### src/code_lock_pkg.sv
package code_lock_pkg;

    localparam int unsigned ADDR_W = 12;

    // status register index; its byte address is four times the index
    localparam logic [11:0] BOOT_STATUS_INDEX = 12'h0b2;
    localparam logic [11:0] BOOT_STATUS_ADDR = BOOT_STATUS_INDEX << 2;
    localparam logic [11:0] EMU_CTRL_ADDR = 12'h100;
    localparam logic [11:0] FLASH_STAT_ADDR = 12'h104;

    // boot_security_status fields
    localparam int unsigned EARLY_BOOT_BIT = 7;
    localparam int unsigned CODE_LOCK_BIT = 6;
    // emulator control field
    localparam int unsigned CLK_OFF_BIT = 0;
    // flash status fields
    localparam int unsigned ERASED_BIT = 0;
    localparam int unsigned REJECT_BIT = 1;

    // timing
    localparam int unsigned EARLY_BOOT_CYCLES = 32;
    localparam int unsigned RESET_TIMER_RTC_CYCLES = 4100;

    // flash geometry
    localparam int unsigned FLASH_ADDR_W = 16;
    localparam int unsigned PAGE_BYTES_LOG2 = 10;
    localparam logic [5:0] PAGE_ZERO = 6'h00;

    // debug port operations
    typedef enum logic [1:0] {
        DBG_GLOBAL_ERASE,
        DBG_PAGE_ERASE,
        DBG_WRITE,
        DBG_READ
    } dbg_op_e;

    localparam logic [1:0] RESP_OKAY = 2'h0;
    localparam logic [1:0] RESP_SLVERR = 2'h2;

endpackage

### src/flash_guard.sv
`timescale 1ns/1ns
`default_nettype none

module flash_guard (
    input wire logic [15:0] addr,
    input wire logic is_global,
    input wire logic lock,
    output logic allow
);

    function automatic logic [5:0] page_of(input logic [15:0] a);
        page_of = a[15:code_lock_pkg::PAGE_BYTES_LOG2];
    endfunction

    // page zero touched while locked is refused; global erase always passes
    always_comb begin
        allow = is_global || !(lock && page_of(addr) == code_lock_pkg::PAGE_ZERO);
    end

endmodule
`default_nettype wire

### src/code_lock.sv
`timescale 1ns/1ns
`default_nettype none
// What this block does
// - while locked, the debug port may only do a global flash erase.
// - first 32 cycles after reset form the early-boot window; lock set only there.
// - lock stays set until chip reset, with or without a global erase first.
// - global flash erase also clears the engine program RAM, locked or not.
// - debug port fully inhibited during the early-boot window.
// - bit 7 of status register reads high during the early-boot window.
// - after the window the debug port may take control, subject to the lock.
// - lock bit, bit 6 of status register, clears on every reset.
// - software can only set the lock bit; writing zero has no effect.
// - while locked no outside party can read program code.
// - page-zero page erase refused for software and debug port while locked.
// - writes to page zero from software or debug port blocked while locked.
// - writing one to emulator clock disable stops the emulator clock.
// - hold core in reset 4100 rtc cycles after external reset releases.

module code_lock #(
    parameter int unsigned RESET_RTC_CYCLES = code_lock_pkg::RESET_TIMER_RTC_CYCLES
) (
    input wire logic clk,
    input wire logic nrst,
    input wire logic rtc_tick,
    // axi4-lite slave
    input wire logic [11:0] s_axi_awaddr,
    input wire logic s_axi_awvalid,
    output logic s_axi_awready,
    input wire logic [31:0] s_axi_wdata,
    input wire logic [3:0] s_axi_wstrb,
    input wire logic s_axi_wvalid,
    output logic s_axi_wready,
    output logic [1:0] s_axi_bresp,
    output logic s_axi_bvalid,
    input wire logic s_axi_bready,
    input wire logic [11:0] s_axi_araddr,
    input wire logic s_axi_arvalid,
    output logic s_axi_arready,
    output logic [31:0] s_axi_rdata,
    output logic [1:0] s_axi_rresp,
    output logic s_axi_rvalid,
    input wire logic s_axi_rready,
    // core flash requests
    input wire logic cpu_req,
    input wire logic cpu_erase,
    input wire logic [15:0] cpu_addr,
    output logic cpu_grant,
    output logic cpu_reject,
    // debug emulator port requests
    input wire logic dbg_req,
    input wire logic [1:0] dbg_op,
    input wire logic [15:0] dbg_addr,
    output logic dbg_grant,
    output logic dbg_reject,
    output logic dbg_control_en,
    output logic dbg_clk_en,
    // flash and engine ram controls, and core reset
    output logic flash_global_erase,
    output logic engine_ram_clear,
    output logic core_rst_n
);

    ////////////////////////////////////////////////////////////////////////////
    // reset synchroniser and core reset timer

    logic [1:0] rst_sync_q;
    logic rst_n;
    logic rtc_meta_q;
    logic rtc_sync_q;
    logic rtc_prev_q;
    logic rtc_edge;
    logic [12:0] rst_cnt_q;
    logic core_run_q;

    always_ff @(posedge clk or negedge nrst) begin
        if (!nrst) begin
            rst_sync_q <= 2'h0;
        end else begin
            rst_sync_q <= {rst_sync_q[0], 1'b1};
        end
    end
    assign rst_n = rst_sync_q[1];

    always_ff @(posedge clk or negedge rst_n) begin
        if (!rst_n) begin
            rtc_meta_q <= 1'b0;
            rtc_sync_q <= 1'b0;
            rtc_prev_q <= 1'b0;
        end else begin
            rtc_meta_q <= rtc_tick;
            rtc_sync_q <= rtc_meta_q;
            rtc_prev_q <= rtc_sync_q;
        end
    end
    assign rtc_edge = rtc_sync_q && !rtc_prev_q;

    always_ff @(posedge clk or negedge rst_n) begin
        if (!rst_n) begin
            rst_cnt_q <= 13'h0;
            core_run_q <= 1'b0;
        end else if (!core_run_q && rtc_edge) begin
            if (rst_cnt_q == 13'(RESET_RTC_CYCLES - 1)) begin
                core_run_q <= 1'b1;
            end
            rst_cnt_q <= rst_cnt_q + 13'h1;
        end
    end

    always_ff @(posedge clk or negedge rst_n) begin
        if (!rst_n) begin
            core_rst_n <= 1'b0;
        end else begin
            core_rst_n <= core_run_q;
        end
    end

    ////////////////////////////////////////////////////////////////////////////
    // early-boot window

    localparam logic [5:0] BOOT_LAST = 6'(code_lock_pkg::EARLY_BOOT_CYCLES - 1);
    logic [5:0] boot_cnt_q;
    logic early_boot_q;

    always_ff @(posedge clk or negedge rst_n) begin
        if (!rst_n) begin
            boot_cnt_q <= 6'h0;
            early_boot_q <= 1'b0;
        end else if (core_run_q && !core_rst_n) begin
            early_boot_q <= 1'b1;
            boot_cnt_q <= 6'h0;
        end else if (early_boot_q) begin
            boot_cnt_q <= boot_cnt_q + 6'h1;
            if (boot_cnt_q == BOOT_LAST) begin
                early_boot_q <= 1'b0;
            end
        end
    end

    ////////////////////////////////////////////////////////////////////////////
    // register bus

    logic aw_hold_q;
    logic w_hold_q;
    logic [11:0] awaddr_q;
    logic [31:0] wdata_q;
    logic [3:0] wstrb_q;
    logic wr_go;
    logic lock_q;
    logic emu_clk_off_q;
    logic erased_q;
    logic reject_seen_q;

    assign wr_go = aw_hold_q && w_hold_q && !s_axi_bvalid;

    always_ff @(posedge clk or negedge rst_n) begin
        if (!rst_n) begin
            aw_hold_q <= 1'b0;
            awaddr_q <= 12'h0;
            s_axi_awready <= 1'b0;
        end else begin
            s_axi_awready <= !aw_hold_q && !s_axi_awready;
            if (s_axi_awvalid && s_axi_awready) begin
                aw_hold_q <= 1'b1;
                awaddr_q <= s_axi_awaddr;
                s_axi_awready <= 1'b0;
            end else if (wr_go) begin
                aw_hold_q <= 1'b0;
            end
        end
    end

    always_ff @(posedge clk or negedge rst_n) begin
        if (!rst_n) begin
            w_hold_q <= 1'b0;
            wdata_q <= 32'h0;
            wstrb_q <= 4'h0;
            s_axi_wready <= 1'b0;
        end else begin
            s_axi_wready <= !w_hold_q && !s_axi_wready;
            if (s_axi_wvalid && s_axi_wready) begin
                w_hold_q <= 1'b1;
                wdata_q <= s_axi_wdata;
                wstrb_q <= s_axi_wstrb;
                s_axi_wready <= 1'b0;
            end else if (wr_go) begin
                w_hold_q <= 1'b0;
            end
        end
    end

    always_ff @(posedge clk or negedge rst_n) begin
        if (!rst_n) begin
            s_axi_bvalid <= 1'b0;
            s_axi_bresp <= code_lock_pkg::RESP_OKAY;
        end else if (wr_go) begin
            s_axi_bvalid <= 1'b1;
            s_axi_bresp <= (awaddr_q == code_lock_pkg::BOOT_STATUS_ADDR
                || awaddr_q == code_lock_pkg::EMU_CTRL_ADDR
                || awaddr_q == code_lock_pkg::FLASH_STAT_ADDR)
                ? code_lock_pkg::RESP_OKAY : code_lock_pkg::RESP_SLVERR;
        end else if (s_axi_bready) begin
            s_axi_bvalid <= 1'b0;
        end
    end

    // lock bit: set only by ones during early boot, cleared only by reset
    always_ff @(posedge clk or negedge rst_n) begin
        if (!rst_n) begin
            lock_q <= 1'b0;
        end else if (wr_go && awaddr_q == code_lock_pkg::BOOT_STATUS_ADDR && wstrb_q[0]
            && wdata_q[code_lock_pkg::CODE_LOCK_BIT] && early_boot_q) begin
            lock_q <= 1'b1;
        end
    end

    always_ff @(posedge clk or negedge rst_n) begin
        if (!rst_n) begin
            emu_clk_off_q <= 1'b0;
        end else if (wr_go && awaddr_q == code_lock_pkg::EMU_CTRL_ADDR && wstrb_q[0]) begin
            emu_clk_off_q <= wdata_q[code_lock_pkg::CLK_OFF_BIT];
        end
    end

    always_ff @(posedge clk or negedge rst_n) begin
        if (!rst_n) begin
            s_axi_arready <= 1'b0;
            s_axi_rvalid <= 1'b0;
            s_axi_rdata <= 32'h0;
            s_axi_rresp <= code_lock_pkg::RESP_OKAY;
        end else begin
            s_axi_arready <= !s_axi_rvalid && !s_axi_arready;
            if (s_axi_arvalid && s_axi_arready) begin
                s_axi_arready <= 1'b0;
                s_axi_rvalid <= 1'b1;
                s_axi_rresp <= code_lock_pkg::RESP_OKAY;
                s_axi_rdata <= 32'h0;
                unique case (s_axi_araddr)
                    code_lock_pkg::BOOT_STATUS_ADDR: begin
                        s_axi_rdata[code_lock_pkg::EARLY_BOOT_BIT] <= early_boot_q;
                        s_axi_rdata[code_lock_pkg::CODE_LOCK_BIT] <= lock_q;
                    end
                    code_lock_pkg::EMU_CTRL_ADDR: begin
                        s_axi_rdata[code_lock_pkg::CLK_OFF_BIT] <= emu_clk_off_q;
                    end
                    code_lock_pkg::FLASH_STAT_ADDR: begin
                        s_axi_rdata[code_lock_pkg::ERASED_BIT] <= erased_q;
                        s_axi_rdata[code_lock_pkg::REJECT_BIT] <= reject_seen_q;
                    end
                    default: begin
                        s_axi_rresp <= code_lock_pkg::RESP_SLVERR;
                    end
                endcase
            end else if (s_axi_rvalid && s_axi_rready) begin
                s_axi_rvalid <= 1'b0;
            end
        end
    end

    ////////////////////////////////////////////////////////////////////////////
    // flash request guards

    logic cpu_allow;
    logic dbg_allow_page;
    logic dbg_active;
    logic dbg_is_global;
    logic dbg_ok;

    flash_guard cpu_guard (
        .addr(cpu_addr),
        .is_global(1'b0),
        .lock(lock_q),
        .allow(cpu_allow)
    );

    flash_guard dbg_guard (
        .addr(dbg_addr),
        .is_global(dbg_is_global),
        .lock(lock_q),
        .allow(dbg_allow_page)
    );

    assign dbg_is_global = dbg_op == 2'(code_lock_pkg::DBG_GLOBAL_ERASE);
    // debug port lives only once the core runs, after early boot, with its clock on;
    // the timer flag leads core reset by a cycle and would open a gap before the window
    assign dbg_active = core_rst_n && !early_boot_q && !emu_clk_off_q;
    assign dbg_ok = dbg_active && (!lock_q || dbg_is_global) && dbg_allow_page;

    always_ff @(posedge clk or negedge rst_n) begin
        if (!rst_n) begin
            cpu_grant <= 1'b0;
            cpu_reject <= 1'b0;
        end else begin
            cpu_grant <= cpu_req && cpu_allow;
            cpu_reject <= cpu_req && !cpu_allow;
        end
    end

    always_ff @(posedge clk or negedge rst_n) begin
        if (!rst_n) begin
            dbg_grant <= 1'b0;
            dbg_reject <= 1'b0;
            dbg_control_en <= 1'b0;
            dbg_clk_en <= 1'b0;
        end else begin
            dbg_grant <= dbg_req && dbg_ok;
            dbg_reject <= dbg_req && !dbg_ok;
            dbg_control_en <= dbg_active && !lock_q;
            dbg_clk_en <= !emu_clk_off_q && !early_boot_q && core_rst_n;
        end
    end

    // global erase also wipes engine program ram, lock or no lock
    always_ff @(posedge clk or negedge rst_n) begin
        if (!rst_n) begin
            flash_global_erase <= 1'b0;
            engine_ram_clear <= 1'b0;
        end else begin
            flash_global_erase <= dbg_req && dbg_ok && dbg_is_global;
            engine_ram_clear <= dbg_req && dbg_ok && dbg_is_global;
        end
    end

    // erased flag survives until reset, which then leaves the lock clear
    always_ff @(posedge clk or negedge rst_n) begin
        if (!rst_n) begin
            erased_q <= 1'b0;
            reject_seen_q <= 1'b0;
        end else begin
            if (dbg_req && dbg_ok && dbg_is_global) begin
                erased_q <= 1'b1;
            end
            if ((cpu_req && !cpu_allow) || (dbg_req && !dbg_ok)) begin
                reject_seen_q <= 1'b1;
            end
        end
    end

endmodule
`default_nettype wire

### config.mk
export PLATFORM = sky130hd
export DESIGN_NAME = code_lock
export DESIGN_NICKNAME = d
export VERILOG_FILES = /design/src/code_lock_pkg.sv /design/src/flash_guard.sv /design/src/code_lock.sv
export SDC_FILE = /design/constraint.sdc
export NUM_CORES = 1
export LEC_CHECK = 0
export BUFFER_PORTS_ARGS = -buffer_cell sky130_fd_sc_hd__clkbuf_2
export CAP_MARGIN = 20
export CORE_MARGIN = 4
export CORE_UTILIZATION = 48
export CTS_CLUSTER_DIAMETER = 30
export DETAILED_ROUTE_END_ITERATION = 16
export PLACE_DENSITY = 0.84
export SYNTH_ARGS = -nofsm -noshare
export SYNTH_HDL_FRONTEND = slang
export SYNTH_SLANG_ARGS = --single-unit
### constraint.sdc
create_clock -name clk -period 3.2 [get_ports clk]
set_input_delay 0.64 -clock clk [delete_from_list [all_inputs] [get_ports clk]]
set_output_delay 0.64 -clock clk [all_outputs]
set_load 0.02 [all_outputs]
==> Word-level counts from Yosys, hierarchy flattened <==
Index checks and enable logic that the tools add are counted.
{ "op_classes": {"muxes": 20, "eq_ne": 8, "reduce_logical": 63, "n_addsub": 2} }
{ "ops": {"columns": ["op", "count"], "rows": [
  ["12-bit by 9-bit == test with 1-bit output (second input constant)", 4],
  ["1-bit logical AND", 32],
  ["12-bit by 10-bit == test with 1-bit output (second input constant)", 2],
  ["1-bit zero test", 16],
  ["1-bit 2-to-1 mux", 14],
  ["13-bit by 1-bit adder with 13-bit output (second input constant)", 1],
  ["13-bit == test (second input constant)", 1],
  ["6-bit zero test", 2],
  ["6-bit 2-to-1 mux", 2],
  ["2-bit nonzero test", 5],
  ["6-bit by 1-bit adder with 6-bit output (second input constant)", 1],
  ["6-bit by 5-bit == test with 1-bit output (second input constant)", 1],
  ["2-bit 2-to-1 mux", 3],
  ["1-bit logical OR", 5],
  ["3-bit OR reduction", 1],
  ["2-bit zero test", 1],
  ["1-bit one-hot mux with 2 select lines", 1],
  ["2-bit AND reduction", 1]
]} }
{ "totals": {"output_inout_bits": 50, "inputBits": 105, "word_cells": 126, "register_bits": 73} }

==> Logic depth before layout (Yosys ltp) <==
Gate-level depths: netlist of run 1.
{ "logic_depth": {"word_depth": 8, "mapped_depth": 5, "mapped_depth_nobuf": 5} }

==> Modules after synthesis <==
A second synthesis of run 1 with hierarchy kept.
{ "hier_totals": {"hier_cells": 251, "hier_area_um2": 2934.1} }
{ "modules_own_cells": {"columns": ["mod", "seq_area_each_um2", "area_per_inst_um2", "cells_per_inst", "n_inst"], "rows": [
  ["code_lock", 1651.6, 2871.5, 245, 1],
  ["flash_guard", 0.0, 31.3, 3, 2]
]} }

==> Worst setup path before layout of run 1 <==
OpenSTA, ideal clock, no wires.
{ "synth_timing": {"path_kind": "input-to-reg", "start": "input s_axi_araddr[5]", "end": "register s_axi_rdata[0]", "required_ns": 3.108, "t_arrival_ns": 1.646, "path_slack_ns": 1.462, "setup_time_ns": 0.092, "cell_stages": 4, "path_buffers": 0, "path_cell_list": "or4_4 nor3_4 nand4_2 o31ai_2"} }
{ "synth_via": {"elab_chain_cells": 2} }
{ "synth_lines": {"columns": ["element", "line", "text"], "rows": [
  ["from (decl)", "code_lock.sv:36", "input wire logic [11:0] s_axi_araddr,"],
  ["12-bit by 9-bit == test with 1-bit output", "code_lock.sv:237", "unique case (s_axi_araddr)"],
  ["1-bit one-hot mux with 2 select lines *", "code_lock.sv:237", null],
  ["to (signal, indexed assignment)", "code_lock.sv:239", "s_axi_rdata[code_lock_pkg::EARLY_BOOT_BIT] <= early_boot_q;"],
  ["to (signal, indexed assignment)", "code_lock.sv:240", "s_axi_rdata[code_lock_pkg::CODE_LOCK_BIT] <= lock_q;"],
  ["to (signal, indexed assignment)", "code_lock.sv:243", "s_axi_rdata[code_lock_pkg::CLK_OFF_BIT] <= emu_clk_off_q;"],
  ["to (decl)", "code_lock.sv:39", "output logic [31:0] s_axi_rdata,"]
]} }
Mark *: on every way between the ends. The rest lies on a longest branch, timed or not.
A chain may end at the register's enable or synchronous reset.

==> Final worst setup path of run 1 <==
{ "layout_timing": {"start": "register s_axi_arready", "end": "output s_axi_arready"} }
{ "layout_rtl": {"columns": ["element", "line", "text"], "rows": [
  ["from (decl)", "code_lock.sv:38", "output logic s_axi_arready,"],
  ["from (signal assigned)", "code_lock.sv:231", "s_axi_arready <= !s_axi_rvalid && !s_axi_arready;"]
]} }
No word-level cell between the ends.

==> impl_summary.log, run 1 <==
INFO  metric timing.final.setup_violations = 0
INFO  metric die-width = between 80 and 90 um
INFO  metric antenna_found_initial = 0
INFO  metric cp_top_family = flip-flops
INFO  metric synthTopCellsByArea = dfrtp_1 56%, buf_4 7.9%, mux2_2 4.6%
INFO  metric max_capacitance_violation_total = 0
INFO  metric asyncSetResetFlopFracSynth = 100%
INFO  metric layout.nets = about 430
INFO  metric ys_dominant_reg_cell = dfrtp_1
INFO  metric timing.critical_path.buf_inv = 1
INFO  metric power.switching = 684 uW
INFO  metric grt_max_degree = 49
INFO  metric instances_no_fill = about 400
INFO  metric final_min_period_over_clock_period = just over 50%
INFO  metric hpwl = between 3 and 4 mm
INFO  metric skew = around 7.5 ps
INFO  metric crit_arrival = ~970 ps
INFO  metric resized_gates_after_cts = 0
INFO  metric fmax = between 600 and 700 MHz
INFO  metric synth_seq_area_share = 56.0%
INFO  metric grt_setup_unrepaired = false
INFO  metric h-tree-depth = 3
INFO  metric top_level_ports = between 150 and 200
INFO  metric seq_power_share = 52.7%
INFO  metric finalHoldWorstSlack = ~61 ps
INFO  metric path_clk_slew = around 70 ps
INFO  metric netSwitchingFraction = 30.9%
INFO  metric grt_remaining_overflow = 0
INFO  metric synth_edf_count = 0
INFO  metric timing.setup.tns = 0 ps
INFO  metric drv_slew = 0
INFO  metric floorplan.die_area = between 0.007 and 0.008 mm2
INFO  metric worst_slew_margin_rel = between 60% and 70%
INFO  metric r2r-start = awaddr_q[5]
INFO  metric cts-buffers-inserted = 9
INFO  metric worst-endpoint-required = ~2600 ps
INFO  metric fin_total_pwr = ~2200 uW
INFO  metric io_buffers = between 60 and 70
INFO  metric routed_len_inst = ~13 um
INFO  metric tightest_slew = 500 ps
INFO  metric critical_path.endpoint_type = primary output
INFO  metric cts_num_sinks = 66
INFO  metric nFillCells = between 400 and 500
INFO  metric leakagePower = between 0.0015 and 0.002 uW
INFO  metric routed_wirelength = 5.10 mm
INFO  metric drt_pass1_iterations = 4
INFO  metric irDropWorstVdd = roughly 0.43 mV
INFO  metric postSynthAreaPerCell = roughly 12 um2
INFO  metric worst-path-max-fanout = 6
INFO  metric cts_root_buffer = clkbuf_8
INFO  metric ctsLongestPathBuffers = 2
INFO  metric postLayoutCoreUtil = between 50 and 60%
INFO  metric cpPeakStageDelay = ~430 ps
INFO  metric clock_power_share = between 20% and 30%
INFO  metric cts_setup_buffers = 0
INFO  metric core_box_area = just under 0.006 mm2
INFO  metric route.detailed.drc = 0
INFO  metric syn-instance-count = roughly 250
INFO  metric hold_viol_final = 0
INFO  metric synth_area = a little under 0.003 mm2
INFO  metric area.growth.synth_to_final = 16.3%
INFO  metric row_count = 28
INFO  metric dr.first_iter.drc_count = between 60 and 70
INFO  metric mostFrequentLayoutCell = dfrtp_1
INFO  metric synth_top_cell_area_share = ~56%
INFO  metric globalplace.congestion = approximately 0.73
INFO  metric hold_path.class = reg2async
INFO  metric cp_slowest_cell = dfrtp_1
INFO  metric powerDensity = 644 mW/mm2
INFO  metric share_of_cells_above_drive_strength_1 = between 30% and 40%
INFO  metric synth_seq_cells = 66
INFO  metric netlist-cell-type-count = 47
INFO  metric synthesis.yosys.warnings = 0
INFO  metric final_critical_period = about 1600 ps
INFO  metric post_cts_hold_buffer_count = 0
INFO  metric wire_length_of_the_first_global_routing_pass = 8.64 mm
INFO  metric power.internal = around 1500 uW
INFO  metric clock_insertion_delay_worst_skew = 330 ps
INFO  metric postRouteAntennaNets = 0
INFO  metric outcome = completed
INFO  metric vias_per_cell = around 4.8
INFO  metric initial_core_util = about 50%
INFO  metric startpoint = s_axi_arready
INFO  metric diodes = 0
INFO  metric detailroute.via_count = a little under 2,000
INFO  metric final_cell_mix = 65 x dfrtp_1, 64 x clkbuf_2, 31 x conb_1
INFO  metric first_global_vias = about 1,900
INFO  metric tritoncts = built
INFO  metric startpoint_type = flop
INFO  metric critPathKind = reg2out
INFO  metric place.detailed.instances = between 300 and 400
INFO  metric crit_chain = clkbuf_2
INFO  metric synthDominantAreaCellType = dfrtp_1
INFO  metric grt_usage = 14.9%
INFO  metric power.share.combinational = between 20% and 30%
INFO  metric dieHeight = approximately 86 um
Yosys cell counts, types with 2 or more instances:
master    count
dfrtp_1      66
o21ai_1       4
o21ai_0       7
nor3_1        2
nor2b_1       3
or3_1         2
ha_1          2
mux2_2       12
nand3_1       8
inv_1         7
conb_1        2
and2_1        2
nand2_1      18
buf_4        31
xor2_1        9
nor3_2        4
nand4_2       2
mux2_1        5
and3_1        2
nor4_1        3
a21oi_1       2
xnor2_1       7
mux2i_1       2
nor2_1       18
nand4_1       6
nand2b_1      2
power by group through the flow:
| stage | Clock (uW) | Sequential (uW) | Combinational (uW) |
|---|---|---|---|
| 2_1_floorplan | 0 | 1200 | 311 |
| 3_3_place_gp | 0 | 1180 | 424 |
| 3_5_place_dp | 0 | 1190 | 442 |
| 4_1_cts | 623 | 1180 | 443 |
| 5_1_grt | 662 | 1190 | 505 |
| 6_report | 599 | 1160 | 447 |
per-stage QoR:
step	instance area, um2	setup slack, ps
floorplan	3060	1230
global placement	3240	1320
detailed placement	3240	1310
CTS	3410	1570
global route	3430	1490
finish	3430	1590
cell type report:
cell class | instances | area [um2] | area share [%]
flip-flops and latches | 66 | 1650 | 48.2
multi-input cells | 172 | 1140 | 33.2
repair buffers | 66 | 348 | 10.1
clock buffers | 11 | 141 | 4.12
well taps | 75 | 93.8 | 2.73
clock inverters | 5 | 30.0 | 0.875
inverters | 7 | 26.3 | 0.766
per-layer routing:
metal  track usage [%]  share of wire [%]  vias to the layer above
met4              5.52               0.88                        0
met2              23.9                 49                       63
met1              18.4                 42                      928
li1                  -                  -                      939
met3              5.42                7.8                        5
met5                 0                  0                        -
flip-flops by register name (all words and copies together) (netlist names), 2 cells and up:
register	cells
rst_cnt_q	13
s_axi_rdata	4
rst_sync_q	2
boot_cnt_q	6
awaddr_q	12
wdata_q	2
kinds of logic after synthesis:
group	count (synthesis)	share of synthesized area, %
other	2	0.255
flip-flops	66	56.0
XOR/XNOR	16	4.75
multiplexers	19	7.17
adder cells (fa/ha/maj)	2	0.848
buffers and inverters	40	9.08
AO/OA/AOI/OAI	20	4.24
AND/OR/NAND/NOR	84	17.7
worst paths after layout:
| check | end | slack, ps | depth (start not counted) |
|---|---|---|---|
| min | rtc_sync_q | 60 | 0 |
| min reg2reg | rtc_sync_q | 60 | 0 |
| max reg2reg | emu_clk_off_q | 1600 | 4 |
| max in group asynchronous | erased_q | 2430 | 2 |
| min in group clk | rtc_sync_q | 350 | 0 |
| max | s_axi_arready | 1590 | 1 |
(Power assumes the default switching activity.)
==> run 2, diff against run 1 <==
Settings changed: CORE_UTILIZATION 48 to 41, PLACE_DENSITY 0.84 to 0.77.
Clock period 3.2 ns to 1.35 ns, I/O delays scaled along.
==> run 2 against run 1 <==
Net effect: the run now ends with negative setup slack left; clock power is 130% higher; design area is 7.6% higher; critical path depth is 3 higher; core utilization is 4.1 points lower; first-iteration DRC count is 3.3% higher; flip-flop and latch count stayed put; via count is 5.9% higher; critical endpoint is now emu_clk_off_q.
==> impl_summary.log, run 2 (synthesis gave the netlist of run 1 again) <==
INFO  metric final_min_period_over_clock_period = 106%
INFO  metric die-width = approximately 93 um
INFO  metric tritoncts = built
INFO  metric detailroute.via_count = 2,049
INFO  metric cp_top_family = simple AND/OR/NAND/NOR gates
INFO  metric grt_setup_unrepaired = true
INFO  metric area.growth.synth_to_final = 25.2%
INFO  metric initial_core_util = between 40% and 50%
INFO  metric row_count = 30
INFO  metric wire_length_of_the_first_global_routing_pass = about 9.4 mm
INFO  metric grt_remaining_overflow = 0
INFO  metric timing.critical_path.buf_inv = 0
INFO  metric drt_pass1_iterations = 4
INFO  metric failing_checks = negative setup slack
INFO  metric skew = 9.73 ps
INFO  metric instances_no_fill = 444
INFO  metric clock_insertion_delay_worst_skew = approximately 340 ps
INFO  metric dieHeight = roughly 93 um
INFO  metric timing.final.setup_violations = 1
INFO  metric hpwl = 4.29 mm
INFO  metric grt_max_degree = 57
INFO  metric final_critical_period = 1440 ps
INFO  metric layout.nets = 450
INFO  metric diodes = 0
INFO  metric largest_register_ff_count = 13
INFO  metric crit_arrival = roughly 1700 ps
INFO  metric startpoint = awaddr_q[5]
INFO  metric worst-path-max-fanout = 2
INFO  metric timing.rr.end = emu_clk_off_q
INFO  metric cts_num_sinks = 66
INFO  metric cpPeakStageDelay = a little over 400 ps
INFO  metric drv_slew = 0
INFO  metric crit_chain = nor4_4 > nand4_1 > nor2_2 > mux2_4
INFO  metric route.detailed.drc = 0
INFO  metric leakagePower = 0.00185 uW
INFO  metric cp_slowest_cell = dfrtp_1
INFO  metric first_global_vias = just over 2,000
INFO  metric path_clk_slew = approximately 60 ps
INFO  metric critical_path.endpoint_type = flop
INFO  metric hold_viol_final = 0
INFO  metric dpl_worst_slack = -195 ps
INFO  metric critPathKind = reg2reg
INFO  metric max_capacitance_violation_total = 0
INFO  metric ctsLongestPathBuffers = 2
INFO  metric cts-buffers-inserted = 9
INFO  metric io_buffers = 64
INFO  metric postRouteAntennaNets = 0
INFO  metric routed_len_inst = about 13 um
INFO  metric routed_wirelength = 5.68 mm
INFO  metric h-tree-depth = 3
INFO  metric globalplace.congestion = between 0.8 and 0.9
INFO  metric powerDensity = ~1500 mW/mm2
INFO  metric largest_register = rst_cnt_q
INFO  metric reg.largest.list = rst_cnt_q (13), awaddr_q (12), boot_cnt_q (6)
INFO  metric timing.setup.tns = -87.0 ps
INFO  metric final_cell_mix = 64 x dfrtp_1, 64 x clkbuf_2, 31 x conb_1
INFO  metric startpoint_type = flop
INFO  metric grt_usage = about 14%
INFO  metric irDropWorstVdd = ~0.96 mV
INFO  metric r2r-start = awaddr_q[5]
INFO  metric hold_path.class = in2reg
INFO  metric fmax = 696 MHz
INFO  metric top_level_ports = 155
INFO  metric layout_setup_ws = -87.0 ps
INFO  metric floorplan.die_area = 0.00862 mm2
INFO  metric setup.reg_to_reg.worst_slack = -90 ps
INFO  metric cp_num_cells = 4
INFO  metric cts_root_buffer = clkbuf_8
INFO  metric dr.first_iter.drc_count = between 60 and 70
INFO  metric share_of_cells_above_drive_strength_1 = around 39%
INFO  metric postLayoutCoreUtil = between 50% and 60%
INFO  metric place.detailed.instances = about 420
INFO  metric worst-endpoint-required = 1570 ps
INFO  metric core_box_area = slightly below 0.007 mm2
INFO  metric outcome = complete, but fails checks
INFO  metric vias_per_cell = approximately 4.6
INFO  metric critPathCapture = emu_clk_off_q
INFO  metric worst_r2r_path_depth = 4
INFO  metric antenna_found_initial = 0
run 2: final cells by class:
class	instances	area [um2]
Clock inverter	3	15.0
Inverter	7	26.3
Fill cell	629	3210
Clock buffer	13	149
Timing Repair Buffer	87	532
Tap cell	96	120
Multi-Input combinational cell	172	1200
Sequential cell	66	1650
run 2: timing repair:
action | 4_1_cts | 5_1_grt
endpoints found under the hold margin | 2 | 0
hold buffers | 1 | 0
setup buffers | 4 | 1
resized for setup | 4 | 10
pin swaps | 10 | 9
endpoints found under the setup margin | 7 | 12
run 2: layer usage:
metal  GRT usage (%)  vias to the layer above  share of wire, %
li1                -                      988                 -
met1            16.4                      974                41
met2            22.5                       77                48
met3            5.28                       10               8.8
met4            5.74                        0               1.7
met5               0                        -                 0
run 2: how the worst min path moves through the flow:
stage                  start            end  slack, ps  cells after the start
floorplan               nrst  rst_sync_q[0]        -30                      0
detailed placement      nrst  rst_sync_q[0]         60                      1
CTS                 rtc_tick     rtc_meta_q         20                      1
global placement        nrst  rst_sync_q[0]         60                      1
global route        rtc_tick     rtc_meta_q         20                      1
finish              rtc_tick     rtc_meta_q         40                      1
run 2: through the flow:
stage	total power (uW)	hold slack, ps	cell area (um2)
final	5610	38.3	3690
after global routing	5960	21.2	3690
after CTS	5620	21.5	3650
after detailed placement	4130	58.4	3430
after global placement	4040	56.2	3430
after floorplan	3610	-25.6	3070
run 2: power by group:
group          switching (uW)  internal (uW)
registers                 312           2420
clock network             685            709
logic                     737            745
==> run 3, diff against run 2 <==
Settings changed: CELL_PAD_IN_SITES_DETAIL_PLACEMENT from default to 1, CELL_PAD_IN_SITES_GLOBAL_PLACEMENT from default to 2, CORE_UTILIZATION 41 to 24, PLACE_DENSITY 0.77 to default, PLACE_DENSITY_LB_ADDON from default to 0.1.
==> run 3 against run 2 <==
Net effect: the flow still finishes with violations (negative setup slack); critical path type unchanged; combinational power increased by 8%; worst hold slack gained 14 ps; power is 22% higher; wire length up 18%; global-route usage down 3.7 points; cell count up 14%; critical path depth stayed put; sequential power is essentially flat; via count increased by 0.15%; count of clock-buffer cells in the layout shrank 3; flip-flop and latch count is the same; critical endpoint unchanged.
==> impl_summary.log, run 3 (synthesis gave the netlist of run 1 again) <==
INFO  metric seq_power_share = slightly below 40%
INFO  metric final_min_period_over_clock_period = 111%
INFO  metric worst-endpoint-required = 1560 ps
INFO  metric leakagePower = 0.00199 uW
INFO  metric vias_per_cell = between 4 and 5
INFO  metric cp_slowest_cell = dfrtp_1
INFO  metric diodes = 0
INFO  metric power.internal = between 4000 and 5000 uW
INFO  metric clock_insertion_delay_worst_skew = around 330 ps
INFO  metric final_critical_period = 1500 ps
INFO  metric largest_register_ff_count = 13
INFO  metric ctsLongestPathBuffers = 2
INFO  metric routed_len_inst = between 10 and 15 um
INFO  metric row_count = 40
INFO  metric floorplan.die_area = between 0.01 and 0.015 mm2
INFO  metric area.growth.synth_to_final = 35.8%
INFO  metric antenna_found_initial = 0
INFO  metric mostFrequentLayoutCell = clkbuf_2
INFO  metric initial_core_util = about a quarter
INFO  metric drv_slew = 0
INFO  metric hpwl = approximately 5.1 mm
INFO  metric multi_input_comb_area = 0.00120 mm2
INFO  metric dpl_worst_slack = -231 ps
INFO  metric max_capacitance_violation_total = 0
INFO  metric timing.final.setup_violations = 2
INFO  metric cp_top_family = simple AND/OR/NAND/NOR gates
INFO  metric largest_register = rst_cnt_q
INFO  metric wire_length_of_the_first_global_routing_pass = 11.3 mm
INFO  metric power.share.combinational = between 20% and 30%
INFO  metric nFillCells = between 1,000 and 1,500
INFO  metric startpoint_type = flop
INFO  metric h-tree-depth = 3
INFO  metric top_level_ports = between 150 and 200
INFO  metric failing_checks = negative setup slack
INFO  metric share_of_cells_above_drive_strength_1 = between 40% and 50%
INFO  metric final_cell_mix = 64 x clkbuf_2, 63 x dfrtp_1, 31 x conb_1
INFO  metric outcome = complete, but fails checks
INFO  metric grt_usage = 10.2%
INFO  metric crit_arrival = 1710 ps
INFO  metric path_clk_slew = 60 ps
INFO  metric crit_chain = nor4_4 > nand4_1 > nor2_2 > mux2_4
INFO  metric hold_path.class = in2reg
INFO  metric irDropWorstVdd = a little over 0.8 mV
INFO  metric cts_num_sinks = 66
INFO  metric dr.first_iter.drc_count = between 70 and 80
INFO  metric power.switching = between 1500 and 2000 uW
INFO  metric skew = around 7.7 ps
INFO  metric critical_path.endpoint_type = flop
INFO  metric grt_max_degree = 65
INFO  metric routed_wirelength = roughly 6.7 mm
INFO  metric tritoncts = built
INFO  metric netSwitchingFraction = 28.3%
INFO  metric dieHeight = around 120 um
INFO  metric layout.nets = 460
INFO  metric reg.largest.list = rst_cnt_q (13), awaddr_q (12), boot_cnt_q (6)
INFO  metric globalplace.congestion = 0.695
INFO  metric grt_remaining_overflow = 0
INFO  metric cts_root_buffer = clkbuf_16
INFO  metric die-width = approximately 120 um
INFO  metric cts-buffers-inserted = 9
INFO  metric postRouteAntennaNets = 0
INFO  metric drt_pass1_iterations = 3
INFO  metric detailroute.via_count = around 2,100
INFO  metric io_buffers = between 60 and 70
INFO  metric powerDensity = between 1500 and 2000 mW/mm2
INFO  metric hold_viol_final = 0
INFO  metric worst-path-max-fanout = 2
INFO  metric timing.critical_path.buf_inv = 0
INFO  metric place.detailed.instances = a little under 500
INFO  metric core_box_area = 0.0120 mm2
INFO  metric layout_setup_ws = -152 ps
INFO  metric cpPeakStageDelay = about 400 ps
INFO  metric clock_power_share = about 37%
INFO  metric area.sequential = about 0.0017 mm2
INFO  metric critPathKind = reg2reg
INFO  metric fmax = 666 MHz
INFO  metric route.detailed.drc = 0
INFO  metric instances_no_fill = 505
INFO  metric first_global_vias = about 2,300
INFO  metric grt_setup_unrepaired = true
-- run 3: changes by cell type in the layout (fill, tap and decap cells not counted), sizes merged --
cell	change
bufinv	+2
buf	+10
clkinv	-2
inv	+1
clkinvlp	+2
clkbuf	-3
-- run 3: metal layers --
layer	wire length, um	vias up	global-route usage [%]
met4	105	0	4.78
met1	2970	983	12.1
met3	383	6	3.42
met2	3260	60	16.6
met5	0	-	0
li1	-	1003	-
-- run 3: layout make-up --
type                    count  area share (%)
multi-input cells         172            30.1
repair buffers             97            15.2
inverters                   7           0.656
clock inverters             6            2.22
flip-flops and latches     66            41.3
clock buffers              10            5.97
well taps                 147            4.59
-- run 3: metrics by stage --
step / hold slack (ps) / instance area (um2) / total power, uW / setup TNS (ps) / util [%]
floorplan: -25.6 / 3070 / 3610 / -24.6 / -
global placement: 57.9 / 3570 / 4250 / -977 / 29.7
detailed placement: 58.2 / 3570 / 4290 / -1070 / 29.7
CTS: 39.4 / 3950 / 6950 / -208 / 32.9
global route: 43.7 / 4010 / 7290 / -519 / 33.3
finish: 52.7 / 4010 / 6850 / -155 / 33.3
-- run 3: worst reg2reg max path: stages, from the launching register on --
cell and delay (ps):
dfrtp_1 410, nor4_4 320, nand4_1 190, nor2_2 160, mux2_4 310
-- run 3: power by group through the flow --
stage          Clock, uW  Sequential, uW  Combinational, uW
3_5_place_dp           0            2720               1570
5_1_grt             2730            2780               1790
4_1_cts             2640            2720               1590
6_report            2530            2710               1600
3_3_place_gp           0            2710               1540
2_1_floorplan          0            2860                746
-- run 3: final timing paths --
check                               from       endpoint  slack (ps)  cells past startpoint
min                             rtc_tick     rtc_meta_q          50                      1
max reg2reg                  awaddr_q[5]  emu_clk_off_q        -150                      4
max                          awaddr_q[5]  emu_clk_off_q        -150                      4
min reg2reg                rst_sync_q[1]    awaddr_q[8]         280                      1
max in group asynchronous  rst_sync_q[1]   early_boot_q         780                      1
min in group asynchronous           nrst  rst_sync_q[0]         250                      2
-- run 3: what timing repair did --
| action | CTS | global route |
|---|---|---|
| endpoints found under the hold margin | 2 | 0 |
| cloned | 0 | 0 |
| pin swaps | 6 | 6 |
| gates resized for setup | 5 | 11 |
| hold buffers | 1 | 0 |
| setup endpoints to repair | 8 | 13 |
| buffers inserted | 3 | 2 |
